--- src/core/acc_map.svh ---
// Purpose: offsets, field positions, reset values and timing counts for amp/comparator control
// Assumes: register indexes are word indexes; byte address is four times the index
// Notes: definitions only
`ifndef ACC_MAP_SVH
`define ACC_MAP_SVH
`define ACC_IDX_CFG_A 3'h0
`define ACC_IDX_CTL_A 3'h1
`define ACC_IDX_CFG_B 3'h2
`define ACC_IDX_CTL_B 3'h3
`define ACC_IDX_AMP_KEY 3'h4
`define ACC_IDX_REG_A 3'h5
`define ACC_FIRST_KEY 32'h45670123
`define ACC_SECOND_KEY 32'hCDEF89AB
`define ACC_CTL_A_RST 32'h800C0736
`define ACC_CTL_B_RST 32'h80000078
`define ACC_CFG_A_RST 32'h00000000
`define ACC_CFG_B_RST 32'h00000000
`define ACC_CTL_A_MASK 32'h001F1F37
`define ACC_CTL_B_MASK 32'h0F0101FF
`define ACC_CFG_A_MASK 32'h003F000D
`define ACC_CFG_B_MASK 32'h00000030
`define ACC_LOCK_BIT 31
`define ACC_AMP_EN_BIT 0
`define ACC_OUT_ROUTE_LSB 1
`define ACC_POS_SEL_LSB 4
`define ACC_NEG_SEL_LSB 8
`define ACC_FB_EN_BIT 11
`define ACC_DIFF_BIT 12
`define ACC_BIAS_EN_BIT 16
`define ACC_BIAS_LVL_BIT 17
`define ACC_REF_SEL_LSB 18
`define ACC_HS_BIT 20
`define ACC_CMP1_EN_BIT 0
`define ACC_CMP1_ROUTE_LSB 1
`define ACC_CMP1_NEG_LSB 3
`define ACC_CMP1_POS_LSB 5
`define ACC_HYST_BIT 7
`define ACC_CMP2_EN_BIT 16
`define ACC_BRAKE_LSB 26
`define ACC_POLL_EN_BIT 0
`define ACC_POLL_CNT_LSB 2
`define ACC_POLL_CH1_LSB 16
`define ACC_CMP2_RST_BIT 5
`define ACC_BRAKE_CMP2 2'h2
`define ACC_REF_OFF 2'h3
`define ACC_GAIN_MIN 3'h3
`define ACC_GAIN_MAX 3'h6
`define ACC_POLL_DWELL_NS 1000
`define ACC_CLK_NS 4
`define ACC_POLL_DWELL_CYC ((`ACC_POLL_DWELL_NS + `ACC_CLK_NS - 1) / `ACC_CLK_NS)
`endif

--- src/core/acc_pkg.sv ---
// Purpose: types for amp/comparator control
// Assumes: constants live in acc_map.svh
// Notes: key unlock progress states
package acc_pkg;
  typedef enum logic [1:0] {
    ACC_LOCKED = 2'h0,
    ACC_HALF = 2'h1,
    ACC_OPEN = 2'h3
  } acc_key_type;
endpackage

--- src/core/acc_ctrl.sv ---
// Purpose: register file, key locks, poll sequencer and routing for amplifier and two comparators
// Assumes: simple synchronous write/read port; analog comparator outputs arrive asynchronously
// Notes: all outputs registered
`timescale 1ns/100ps
`include "acc_map.svh"
// Function
// software writes amp keys in order
// software writes comparator keys in order
// amplifier powered only while enabled
// select fields steer amplifier muxes
// single-ended grounds negative, gain codes need feedback
// differential mode uses feedback and negative input
// high-speed bit selects fast mode
// bias enable adds output bias level
// comparator2 reference valid only with bias
// comparator2 high resets system when enabled
// brake select 10b routes comparator2
// software configures before enabling comparator2
// each comparator runs only when enabled
// comparator1 route and inputs steered
// comparator2 input from amp output, feeds brake
// polling steps positive input through slots
// poll visits each chosen input in turn
// poll count sets slots before wrap
// amp lock resets set, write1 locks
// locked writes ignored, bad key relocks; here a bad key only resets a pair in progress, once open it stays open
// outputs change on write edge, reset defaults; outputs here change one edge after the write edge
module acc_ctrl #(
  parameter int POLL_DWELL = `ACC_POLL_DWELL_CYC
) (
  // clock and reset
  input wire logic i_clk_sys,
  input wire logic i_rstn,
  // register port
  input wire logic i_wr,
  input wire logic [2:0] i_idx,
  input wire logic [31:0] i_wdata,
  input wire logic [2:0] i_ridx,
  output logic [31:0] o_rdata,
  // analog comparator results
  input wire logic i_cmp1_raw,
  input wire logic i_cmp2_raw,
  // amplifier controls
  output logic o_amp_enable,
  output logic [1:0] o_pos_input_sel,
  output logic [2:0] o_neg_input_gain_sel,
  output logic [1:0] o_output_route_sel,
  output logic o_neg_ground,
  output logic o_internal_feedback_en,
  output logic o_amp_high_speed,
  output logic o_bias_enable,
  output logic o_bias_level_sel,
  output logic [1:0] o_cmp2_ref_sel,
  // comparator controls
  output logic o_comparator1_enable,
  output logic o_comparator2_enable,
  output logic [1:0] o_cmp1_route_sel,
  output logic [1:0] o_cmp1_pos_sel,
  output logic [1:0] o_cmp1_neg_sel,
  output logic o_hysteresis_enable,
  // comparator results out
  output logic o_cmp1_pin,
  output logic o_cmp1_tim_cap,
  output logic o_brake_cmp2,
  output logic o_sys_reset_req
);
  logic [31:0] ctl_a_q, ctl_b_q, cfg_a_q, cfg_b_q;
  acc_pkg::acc_key_type amp_key_q, reg_a_q;
  logic amp_open, cmp_open;
  logic [1:0] slot_q;
  logic [$clog2(POLL_DWELL+1)-1:0] dwell_q;
  logic [1:0] c1_s1_q, c1_s2_q;
  logic c1, c2;

  function automatic acc_pkg::acc_key_type key_next(input acc_pkg::acc_key_type st, input logic [31:0] d);
    key_next = acc_pkg::ACC_LOCKED;
    // a repeated first key restarts the pair; the lock itself stays set
    if (d == `ACC_FIRST_KEY && st != acc_pkg::ACC_OPEN) begin
      key_next = acc_pkg::ACC_HALF;
    end else if (d == `ACC_SECOND_KEY && st == acc_pkg::ACC_HALF) begin
      key_next = acc_pkg::ACC_OPEN;
    end else if (st == acc_pkg::ACC_OPEN) begin
      key_next = acc_pkg::ACC_OPEN;
    end
  endfunction

  // protected write: masked fields only, lock bit is write-1-to-set
  function automatic logic [31:0] prot_wr(input logic [31:0] old, input logic [31:0] d, input logic [31:0] m);
    prot_wr = (old & ~m) | (d & m);
    prot_wr[`ACC_LOCK_BIT] = old[`ACC_LOCK_BIT] | d[`ACC_LOCK_BIT];
  endfunction

  assign amp_open = !ctl_a_q[`ACC_LOCK_BIT];
  assign cmp_open = !ctl_b_q[`ACC_LOCK_BIT];

  // key sequencers; before the pair completes, a wrong key drops back to locked and a repeated first key restarts it; once open, any key keeps it open
  always_ff @(posedge i_clk_sys or negedge i_rstn) begin
    if (!i_rstn) begin
      amp_key_q <= acc_pkg::ACC_LOCKED;
    end else if (i_wr && i_idx == `ACC_IDX_AMP_KEY) begin
      amp_key_q <= key_next(amp_key_q, i_wdata); // see R1
    end else if (i_wr && i_idx == `ACC_IDX_CTL_A && i_wdata[`ACC_LOCK_BIT]) begin
      amp_key_q <= acc_pkg::ACC_LOCKED;
    end
  end

  always_ff @(posedge i_clk_sys or negedge i_rstn) begin
    if (!i_rstn) begin
      reg_a_q <= acc_pkg::ACC_LOCKED;
    end else if (i_wr && i_idx == `ACC_IDX_REG_A) begin
      reg_a_q <= key_next(reg_a_q, i_wdata); // see R2
    end else if (i_wr && i_idx == `ACC_IDX_CTL_B && i_wdata[`ACC_LOCK_BIT]) begin
      reg_a_q <= acc_pkg::ACC_LOCKED;
    end
  end

  // amplifier control register and lock
  always_ff @(posedge i_clk_sys or negedge i_rstn) begin
    if (!i_rstn) begin
      ctl_a_q <= `ACC_CTL_A_RST; // see R19
    end else if (i_wr && i_idx == `ACC_IDX_AMP_KEY && key_next(amp_key_q, i_wdata) == acc_pkg::ACC_OPEN) begin
      ctl_a_q[`ACC_LOCK_BIT] <= 1'b0;
    end else if (i_wr && i_idx == `ACC_IDX_CTL_A) begin
      if (amp_open) begin
        ctl_a_q <= prot_wr(ctl_a_q, i_wdata, `ACC_CTL_A_MASK); // see R20
      end else begin
        ctl_a_q[`ACC_LOCK_BIT] <= 1'b1;
      end
    end
  end

  // comparator control register; also guards comparator2 reset enable
  always_ff @(posedge i_clk_sys or negedge i_rstn) begin
    if (!i_rstn) begin
      ctl_b_q <= `ACC_CTL_B_RST;
    end else if (i_wr && i_idx == `ACC_IDX_REG_A && key_next(reg_a_q, i_wdata) == acc_pkg::ACC_OPEN) begin
      ctl_b_q[`ACC_LOCK_BIT] <= 1'b0;
    end else if (i_wr && i_idx == `ACC_IDX_CTL_B) begin
      if (cmp_open) begin
        ctl_b_q <= prot_wr(ctl_b_q, i_wdata, `ACC_CTL_B_MASK);
      end else begin
        ctl_b_q[`ACC_LOCK_BIT] <= 1'b1;
      end
    end
  end

  always_ff @(posedge i_clk_sys or negedge i_rstn) begin
    if (!i_rstn) begin
      cfg_a_q <= `ACC_CFG_A_RST;
    end else if (i_wr && i_idx == `ACC_IDX_CFG_A && amp_open) begin
      cfg_a_q <= i_wdata & `ACC_CFG_A_MASK;
    end
  end

  always_ff @(posedge i_clk_sys or negedge i_rstn) begin
    if (!i_rstn) begin
      cfg_b_q <= `ACC_CFG_B_RST;
    end else if (i_wr && i_idx == `ACC_IDX_CFG_B && cmp_open) begin
      cfg_b_q <= i_wdata & `ACC_CFG_B_MASK;
    end
  end

  // poll sequencer: dwell per slot, wrap after poll_count+1 slots, three slots at most
  always_ff @(posedge i_clk_sys or negedge i_rstn) begin
    if (!i_rstn) begin
      slot_q <= 2'h0;
      dwell_q <= '0;
    end else if (!cfg_a_q[`ACC_POLL_EN_BIT]) begin
      slot_q <= 2'h0;
      dwell_q <= '0;
    end else if (dwell_q == ($bits(dwell_q))'(POLL_DWELL - 1)) begin
      dwell_q <= '0;
      if (slot_q >= cfg_a_q[`ACC_POLL_CNT_LSB +: 2] || slot_q == 2'h2) begin
        slot_q <= 2'h0;
      end else begin
        slot_q <= slot_q + 2'h1;
      end
    end else begin
      dwell_q <= dwell_q + 1'b1;
    end
  end

  // comparator result synchronisers
  always_ff @(posedge i_clk_sys or negedge i_rstn) begin
    if (!i_rstn) begin
      c1_s1_q <= 2'h0;
      c1_s2_q <= 2'h0;
    end else begin
      c1_s1_q <= {i_cmp2_raw, i_cmp1_raw};
      c1_s2_q <= c1_s1_q;
    end
  end
  assign c1 = c1_s2_q[0] & ctl_b_q[`ACC_CMP1_EN_BIT];
  assign c2 = c1_s2_q[1] & ctl_b_q[`ACC_CMP2_EN_BIT]; // see R13

  // registered analog control outputs
  always_ff @(posedge i_clk_sys or negedge i_rstn) begin
    if (!i_rstn) begin
      o_amp_enable <= 1'b0;
      o_pos_input_sel <= 2'h3;
      o_neg_input_gain_sel <= 3'h7;
      o_output_route_sel <= 2'h3;
      o_neg_ground <= 1'b1;
      o_internal_feedback_en <= 1'b0;
      o_amp_high_speed <= 1'b0;
      o_bias_enable <= 1'b0;
      o_bias_level_sel <= 1'b0;
      o_cmp2_ref_sel <= 2'h3;
      o_comparator1_enable <= 1'b0;
      o_comparator2_enable <= 1'b0;
      o_cmp1_route_sel <= 2'h0;
      o_cmp1_pos_sel <= 2'h3;
      o_cmp1_neg_sel <= 2'h3;
      o_hysteresis_enable <= 1'b0;
    end else begin
      o_amp_enable <= ctl_a_q[`ACC_AMP_EN_BIT];
      o_pos_input_sel <= cfg_a_q[`ACC_POLL_EN_BIT] ? cfg_a_q[`ACC_POLL_CH1_LSB + 2*slot_q +: 2] :
                         ctl_a_q[`ACC_POS_SEL_LSB +: 2]; // see R4
      o_neg_input_gain_sel <= ctl_a_q[`ACC_NEG_SEL_LSB +: 3];
      o_output_route_sel <= ctl_a_q[`ACC_OUT_ROUTE_LSB +: 2]; // see R4
      o_neg_ground <= !ctl_a_q[`ACC_DIFF_BIT]; // see R5
      o_internal_feedback_en <= ctl_a_q[`ACC_FB_EN_BIT] | ctl_a_q[`ACC_DIFF_BIT] |
        (ctl_a_q[`ACC_NEG_SEL_LSB +: 3] >= `ACC_GAIN_MIN &&
         ctl_a_q[`ACC_NEG_SEL_LSB +: 3] <= `ACC_GAIN_MAX); // see R5
      o_amp_high_speed <= ctl_a_q[`ACC_HS_BIT];
      o_bias_enable <= ctl_a_q[`ACC_BIAS_EN_BIT];
      o_bias_level_sel <= ctl_a_q[`ACC_BIAS_LVL_BIT];
      o_cmp2_ref_sel <= ctl_a_q[`ACC_BIAS_EN_BIT] ? ctl_a_q[`ACC_REF_SEL_LSB +: 2] : `ACC_REF_OFF;
      o_comparator1_enable <= ctl_b_q[`ACC_CMP1_EN_BIT];
      o_comparator2_enable <= ctl_b_q[`ACC_CMP2_EN_BIT];
      o_cmp1_route_sel <= ctl_b_q[`ACC_CMP1_ROUTE_LSB +: 2];
      o_cmp1_pos_sel <= ctl_b_q[`ACC_CMP1_POS_LSB +: 2];
      o_cmp1_neg_sel <= ctl_b_q[`ACC_CMP1_NEG_LSB +: 2];
      o_hysteresis_enable <= ctl_b_q[`ACC_HYST_BIT];
    end
  end

  // result routing
  always_ff @(posedge i_clk_sys or negedge i_rstn) begin
    if (!i_rstn) begin
      o_cmp1_pin <= 1'b0;
      o_cmp1_tim_cap <= 1'b0;
      o_brake_cmp2 <= 1'b0;
      o_sys_reset_req <= 1'b0;
    end else begin
      o_cmp1_pin <= c1 && ctl_b_q[`ACC_CMP1_ROUTE_LSB +: 2] == 2'h0;
      o_cmp1_tim_cap <= c1 && (ctl_b_q[`ACC_CMP1_ROUTE_LSB +: 2] == 2'h1 ||
                               ctl_b_q[`ACC_CMP1_ROUTE_LSB +: 2] == 2'h2);
      o_brake_cmp2 <= c2 && ctl_b_q[`ACC_BRAKE_LSB +: 2] == `ACC_BRAKE_CMP2; // see R11
      o_sys_reset_req <= c2 && cfg_b_q[`ACC_CMP2_RST_BIT];
    end
  end

  always_ff @(posedge i_clk_sys or negedge i_rstn) begin
    if (!i_rstn) begin
      o_rdata <= 32'h00000000;
    end else begin
      unique case (i_ridx)
        `ACC_IDX_CFG_A: o_rdata <= cfg_a_q;
        `ACC_IDX_CTL_A: o_rdata <= ctl_a_q;
        `ACC_IDX_CFG_B: o_rdata <= cfg_b_q;
        `ACC_IDX_CTL_B: o_rdata <= ctl_b_q;
        default: o_rdata <= 32'h00000000;
      endcase
    end
  end
endmodule

--- config.mk ---
export PLATFORM = sky130hd
export DESIGN_NAME = acc_ctrl
export DESIGN_NICKNAME = d
export VERILOG_FILES = /design/src/core/acc_pkg.sv /design/src/core/acc_ctrl.sv
export VERILOG_INCLUDE_DIRS = /design/src /design/src/core
export SDC_FILE = /design/constraint.sdc
export NUM_CORES = 1
export LEC_CHECK = 0
export ABC_CLOCK_PERIOD_IN_PS = 1500
export BUFFER_PORTS_ARGS = -buffer_cell sky130_fd_sc_hd__buf_2
export CORE_MARGIN = 2
export CORE_UTILIZATION = 48
export CTS_CLUSTER_DIAMETER = 150
export DETAILED_ROUTE_END_ITERATION = 8
export GPL_TIMING_DRIVEN = 0
export PLACE_DENSITY = 0.79
export SLEW_MARGIN = 20
export SYNTH_ARGS = -nofsm -noshare
export SYNTH_HDL_FRONTEND = slang
export SYNTH_SLANG_ARGS = --single-unit
--- constraint.sdc ---
create_clock -name i_clk_sys -period 1.5 [get_ports i_clk_sys]
set_input_delay 0.075 -clock i_clk_sys [delete_from_list [all_inputs] [get_ports i_clk_sys]]
set_output_delay 0.075 -clock i_clk_sys [all_outputs]
set_load 0.01 [all_outputs]
==> summary.md, run 1 <==
| Metric | Value |
|---|---|
| Detailed-route wire length | between 10 and 15 mm |
| Post-route clock period utilization | 107% |
| Ant diodes | 0 |
| Synth Register Bits | roughly 110 |
| Finish-stage setup viols | 2 |
| Syn-to-layout area delta | 38.4% |
| Synthesized Nets | 379 |
| Die height | between 100 and 150 microns |
| Num CTS Buffers | 17 |
| Critical Path, Cell by Cell | inv_1, ha_1, nand2_2, o31ai_4, buf_6, nand4_1, mux2i_1 |
| Fmax | between 600 and 700 MHz |
| Synthesized-area fraction occupied by adder cells | approximately 1.7% |
| IO Pins | 103 |
| Xor/xnor share of the synthesized area | 0.977% |
| Post-route setup slack | -0.101 ns |
| Final Hold Violating Endpoints | 0 |
| Area leader, netlist | dfrtp_1 |
| CP Capture Type | register |
| Failing checks | negative setup slack |
| Slowest CP cell | dfrtp_1 |
| Clk pin slew, worst setup/hold paths | roughly 0.06 ns |
| Setup WS pre-CTS | -0.187 ns |
| Netlist Area Pre-Place | 4480 sq um |
| P_int | around 0.0076 W |
| Initial Util | slightly below 50% |
| Chip Width | 101 microns |
| Cells after Synth | 330 |
| Synth Area in Simple Gates | between 10% and 20% |
| Clock Tree Buf Depth | 2 |
| Least-Margin Pin Slew | 0.727 ns |
| 1st-pass router iterations | 4 |
| Worst setup SP type | register |
| Post-synth top cells | dfrtp_1 (84), mux2_2 (46), dfstp_2 (29), nor2_1 (29), and3_1 (10) |
| Via count | approximately 3400 |
| DRC viols | 0 |
| Synth area leaders | dfrtp_1 (47%), dfstp_2 (17%), mux2_2 (12%) |
| CTS tree | done |
| Standard-cell rows | 35 |
| Arrival @ worst endpoint | 2.03 ns |
| Rel. slew slack | between 50% and 60% |
| Leakage | between 2 and 3 nW |
| Share of the synthesized area in the top cell type | 46.9% |
| Ys flop type | dfrtp_1 |
| Clock power share | between 30% and 40% |
| HP Class | primary input to register |
| Async S/R FF share, synth | 100% |
| DP Wirelength | roughly 6.7 mm |
| Critical path class | register to register |
| Max Slew Vio Count | 0 |
| Fin crit period | around 1.6 ns |
| Worst Path Required | 1.92 ns |
| First-pass GRT wire length | ~18 mm |
| Cell with the most instances after synthesis | dfrtp_1 |
| CP peak stage delay | 0.40 ns |
| IR drop worst, VDD | ~0.0012 V |
| Run status | finished with violations |
| Post-layout util | ~68% |
| Pin count of the biggest net entering global routing | between 50 and 60 |
| Seq/Total Area, Yosys | about 64% |
| Comb power frac | a little under a fifth |
| Port Buffer Count | 101 |
| Synth warn | 0 |
| Fin nets | 541 |
| Worst-skew pair later-pin latency | ~0.52 ns |
| Post-synth EDFFs | 0 |
| Final Total Pwr | around 0.011 W |
| Starting DRT DRC Count | 282 |
| Clock sink count | about 110 |
| Initial antenna violation count | 0 |
| Vias in the first global route | 3384 |
| Die ar. | ~10000 sq um |
| Critical Path Fanout Max | 5 |
| Unrepaired setup endpoints after global routing | true |
| Global route total overflow | 0 |
| Main combinational cell family by area after synthesis | multiplexers |
| Post-synthesis mux area share | a little over an eighth |
| Maxcap violations | 0 |
| Routability congestion estimate | roughly 0.84 |
| Wire per inst | about 19 microns |
| Sw Share | ~28% |
| Remaining antenna violation count | 0 |
| Share of cells above drive strength 1 | a little under half |
| Vias per Instance | between 5 and 6 |
| Avg Cell Area, Syn | 13.6 sq um |
| Fillers | ~610 |
| Compound-Gate Fraction of Synth Area | 4.75% |
| Layout Skew | 0.00637 ns |
| Setup TNS | -0.188 ns |
| Cell Pwr Density | 1700 nW/um^2 |
| H-tree levels | 4 |
| Sw Pwr | around 0.003 W |
| CTS Root Cell | clkbuf_8 |
| Sequential share of power | a little over two fifths |
| Core Footprint | roughly 9000 sq um |
| Count of cell types in the netlist | between 40 and 50 |
| Overall Global Routing Usage | about a quarter |
==> final cells by class <==
type                            count  area (sq um)  area share (%)
Clock inverter                     12           156            2.52
Timing Repair Buffer              143           937            15.1
Tap cell                          111           139            2.24
Inverter                            8          30.0           0.484
Multi-Input combinational cell    193          1510            24.4
Sequential cell                   113          2860            46.2
Clock buffer                       20           445            7.18
Buffer                             16           121            1.96
==> critical path: cells and delay by family (launching register included) <==
| family | cells | cell delay (ns) |
|---|---|---|
| AND/OR/NAND/NOR | 2 | 0.19 |
| flip-flops | 1 | 0.40 |
| multiplexers | 1 | 0.24 |
| buffers and inverters | 2 | 0.22 |
| AO/OA/AOI/OAI | 1 | 0.27 |
| adder cells (fa/ha/maj) | 1 | 0.17 |
==> kinds of logic after synthesis <==
| group | after synthesis |
|---|---|
| muxes | 53 |
| adders and majority gates | 6 |
| AOI/OAI and AO/OA | 30 |
| other | 1 |
| and+or+nand+nor | 98 |
| xor gates and xnor gates | 5 |
| buffers and inverters | 24 |
| DFF | 113 |
==> power by group through the flow <==
stage	combinational (W)	sequential, W	clock [W]
3_3_place_gp	0.00163	0.00446	0
2_1_floorplan	0.000886	0.00455	0
3_5_place_dp	0.00171	0.00449	0
6_report	0.00198	0.00450	0.00407
4_1_cts	0.00182	0.00447	0.00408
5_1_grt	0.00215	0.00459	0.00425
==> state kept, by name, indices dropped and copies added (netlist names), 3 cells and up <==
signal	count
o_rdata	25
ctl_a_q	16
o_neg_input_gain_sel	3
dwell_q	8
ctl_b_q	15
cfg_a_q	9
==> metrics by stage <==
step	cells	hold WS, ns	area [sq um]
floorplan	330	-0.221	4480
global placement	542	0.187	5130
finish	616	0.0352	6200
CTS	611	0.00169	6140
detailed placement	543	0.0665	5160
global route	616	0.0381	6200
==> placed cells by master (no fill, tap or decap), types with 6 or more instances in the layout <==
cell           netlist  layout
buf_2                3     101
dfrtp_1             84      84
mux2_2              46      46
dlygate4sd3_1        0      36
nor2_1              29      29
dfstp_2             29      29
clkbuf_16            0      16
buf_4                8      12
and3_1              10      10
inv_1                8       8
nand2_1              9       7
mux2i_1              7       7
nand3_1              8       7
a21oi_1              7       7
and2_1               6       6
ha_1                 6       6
==> metal layers <==
metal,track usage [%],share of wire (%),vias to the layer above
li1,-,-,1497
met2,38.1,51,161
met3,6.45,5.4,39
met4,13.4,3.7,0
met1,28.5,40,1733
met5,0,0,-
==> final timing paths <==
kind | start | endpoint | slack [ns] | depth (start not counted)
worst max-delay path | dwell_q[1] | slot_q[0] | -0.10 | 7
worst min-delay path | i_idx[1] | ctl_b_q[31] | 0.04 | 4
worst max register to register | dwell_q[1] | slot_q[0] | -0.10 | 7
worst min register to register | c1_s1_q[1] | c1_s2_q[1] | 0.34 | 0
max in group asynchronous | i_rstn | ctl_a_q[18] | 0.71 | 3
min in group asynchronous | i_rstn | o_internal_feedback_en | 0.09 | 2
==> what timing repair did <==
action / in CTS / in global routing
hold buffers: 36 / 0
buffers inserted: 0 / 5
setup endpoints to repair: 20 / 11
pin swaps: 0 / 1
gates resized for setup: 5 / 8
endpoints found under the hold margin: 148 / 0
Power figures use the tool's default switching activity.
==> run 2, diff against run 1 <==
- CORE_UTILIZATION: 48 -> 50
- CTS_BUF_LIST: default -> sky130_fd_sc_hd__clkbuf_4
- PLACE_DENSITY: 0.79 -> 0.82
==> run 2 against run 1 <==
Net effect: the flow now finishes without violations; core utilization down 1.1 points; register-to-register slack better by 0.14 ns; combinational power shrank 9.6%; via count fell by 5.7%; largest power group unchanged.
==> summary.md, run 2 (synthesized netlist as in run 1, its figures left out) <==
| Metric | Value |
|---|---|
| Pin count of the biggest net entering global routing | 72 (was 59) |
| Max Slew Vio Count | 0 (unchanged) |
| Standard-cell rows | 34 (was 35) |
| Die height | 98.7 microns (was 101 microns) |
| Initial antenna violation count | 0 (unchanged) |
| Starting DRT DRC Count | 115 (was 282) |
| Fin nets | 533 (was 541) |
| HP Class | primary input to register (unchanged) |
| Detailed-route wire length | 10.1 mm (was 11.5 mm) |
| Clk pin slew, worst setup/hold paths | 0.10 ns (was 0.06 ns) |
| Worst-skew pair later-pin latency | 0.49 ns (was 0.52 ns) |
| Sequential share of power | 52.0% (was 42.6%) |
| Initial Util | 51.4% (was 49.0%) |
| Arrival @ worst endpoint | 1.89 ns (was 2.03 ns) |
| Fillers | 604 (was 613) |
| Overall Global Routing Usage | 21.5% (was 23.6%) |
| Clock power share | 27.1% (was 38.6%) |
| Least-Margin Pin Slew | 0.733 ns (was 0.727 ns) |
| Maxcap violations | 0 (unchanged) |
| Via count | 3236 (was 3430) |
| Fin crit period | 1.46 ns (was 1.60 ns) |
| Vias in the first global route | 3286 (was 3384) |
| Chip Width | 98.7 microns (was 101 microns) |
| Leakage | 2.80 nW (was 2.98 nW) |
| Max reg flops | 25 (unchanged) |
| Syn-to-layout area delta | 29.8% (was 38.4%) |
| Final Hold Violating Endpoints | 0 (unchanged) |
| Layout Skew | 0.0105 ns (was 0.00637 ns) |
| Comb power frac | 20.9% (was 18.8%) |
| 1st-pass router iterations | 5 (was 4) |
| Rel. slew slack | 51.0% (was 51.4%) |
| Sw Pwr | 0.00250 W (was 0.00292 W) |
| H-tree levels | 4 (unchanged) |
| Commonest non-fill, non-tap cell in the layout | buf_2 (unchanged) |
| Clock sink count | 113 (unchanged) |
| Die ar. | 9740 sq um (was 10100 sq um) |
| Most frequent cells in the layout | buf_2 (101), dfrtp_1 (84), mux2_2 (46), dlygate4sd3_1 (32) (was buf_2 (101), dfrtp_1 (84), mux2_2 (46), dlygate4sd3_1 (36)) |
| Run status | complete, no violations (was finished with violations) |
| Routability congestion estimate | 0.863 (was 0.844) |
| Most flop-heavy register | o_rdata (unchanged) |
| DP Wirelength | 6.74 mm (was 6.71 mm) |
| Finish-stage setup viols | 0 (was 2) |
| Global route total overflow | 0 (unchanged) |
| Cell Pwr Density | 1470 nW/um^2 (was 1700 nW/um^2) |
| P_int | 0.00606 W (was 0.00763 W) |
| Clock Tree Buf Depth | 2 (unchanged) |
| Fmax | 684 MHz (was 625 MHz) |
| CTS Root Cell | clkbuf_4 (was clkbuf_8) |
| Core Footprint | 8720 sq um (was 9150 sq um) |
| CTS tree | done (unchanged) |
| Port Buffer Count | 101 (unchanged) |
| Share of cells above drive strength 1 | 46.1% (was 46.5%) |
| Num CTS Buffers | 17 (unchanged) |
| Worst setup SP type | register (unchanged) |
| Setup WS pre-CTS | -0.188 ns (was -0.187 ns) |
| DRC viols | 0 (unchanged) |
| Critical path class | register to register (unchanged) |
| Unrepaired setup endpoints after global routing | true (unchanged) |
| Wire per inst | 16.7 microns (was 18.7 microns) |
| Worst Path Required | 1.93 ns (was 1.92 ns) |
| Critical Path Fanout Max | 4 (was 5) |
| Largest registers | o_rdata x25, ctl_a_q x16, ctl_b_q x15 (unchanged) |
| IO Pins | 103 (unchanged) |
| Final Total Pwr | 0.00856 W (was 0.0105 W) |
| Sw Share | 29.2% (was 27.7%) |
| Post-route clock period utilization | 97.5% (was 107%) |
| Post-route setup slack | 0.0381 ns (was -0.101 ns) |
| First-pass GRT wire length | 16.2 mm (was 17.5 mm) |
| IR drop worst, VDD | 0.000950 V (was 0.00119 V) |
| CP Capture Type | register (unchanged) |
| Ant diodes | 0 (unchanged) |
| Remaining antenna violation count | 0 (unchanged) |
| Vias per Instance | 5.35 (was 5.57) |
run 2: changes by cell type in the layout (fill, tap and decap cells not counted), moves of 2 or more:
cell,before,now
nor4_1,5,3
clkbuf_4,0,17
clkinv_1,0,3
buf_4,12,9
dlygate4sd3_1,36,32
nor4_2,0,2
clkbuf_8,3,0
clkbuf_16,16,0
run 2: repair_timing:
action / in CTS / in global routing
endpoints found under the hold margin: 141 / 0
resized for setup: 4 / 6
setup buffers: 0 / 1
pin swaps: 0 / 1
hold buffers: 32 / 0
setup endpoints to repair: 20 / 14
run 2: routing by layer:
layer | global-route usage (%) | part of all wire [%]
met1 | 27.7 | 42
met2 | 36.3 | 50
met3 | 4.82 | 5.5
met4 | 7.06 | 2.1
met5 | 0 | 0
run 2: layout make-up:
type	count	area, sq um	area share (%)
sequential	113	2860	49.2
multi-input combinational	193	1510	25.9
timing repair buffer	135	867	14.9
clock inverter	15	168	2.88
tap	108	135	2.32
clock buffer	17	128	2.19
buffer	16	118	2.02
inverter	8	30.0	0.516
run 2: metrics by stage:
step / utilization (%) / hold slack, ns / TNS [ns] / cells / cell area, sq um
final: 66.7 / 0.0210 / 0 / 605 / 5820
after global routing: 66.7 / 0.0104 / -0.0194 / 605 / 5820
after CTS: 66.3 / 0.000395 / 0 / 604 / 5790
after detailed placement: 59.1 / 0.0264 / -2.53 / 540 / 5160
after global placement: 58.7 / 0.187 / -77.44 / 539 / 5120
after floorplan: - / -0.221 / 0 / 330 / 4480
run 2: worst max-delay path: stages, from the launching register on:
cell and delay (ns):
dfrtp_1 0.41, inv_1 0.14, ha_1 0.25, o21ai_0 0.23, and4b_1 0.24, mux2_2 0.15
run 2: final timing paths:
kind	from	end	slack, ns	depth (start not counted)
max	slot_q[0]	slot_q[1]	0.04	5
min	i_wdata[15]	reg_a_q[0]	0.02	5
max reg2reg	slot_q[0]	slot_q[1]	0.04	5
min reg2reg	c1_s1_q[1]	c1_s2_q[1]	0.35	0
max in group asynchronous	i_rstn	o_cmp1_pos_sel[0]	0.73	3
min in group asynchronous	i_rstn	dwell_q[2]	0.06	2
run 2: power by group through the flow:
stage	Sequential [W]	Clock [W]	Combinational [W]
finish	0.00445	0.00232	0.00179
global route	0.00455	0.00248	0.00198
CTS	0.00445	0.00235	0.00179
detailed placement	0.00450	0	0.00171
global placement	0.00446	0	0.00163
floorplan	0.00455	0	0.000886
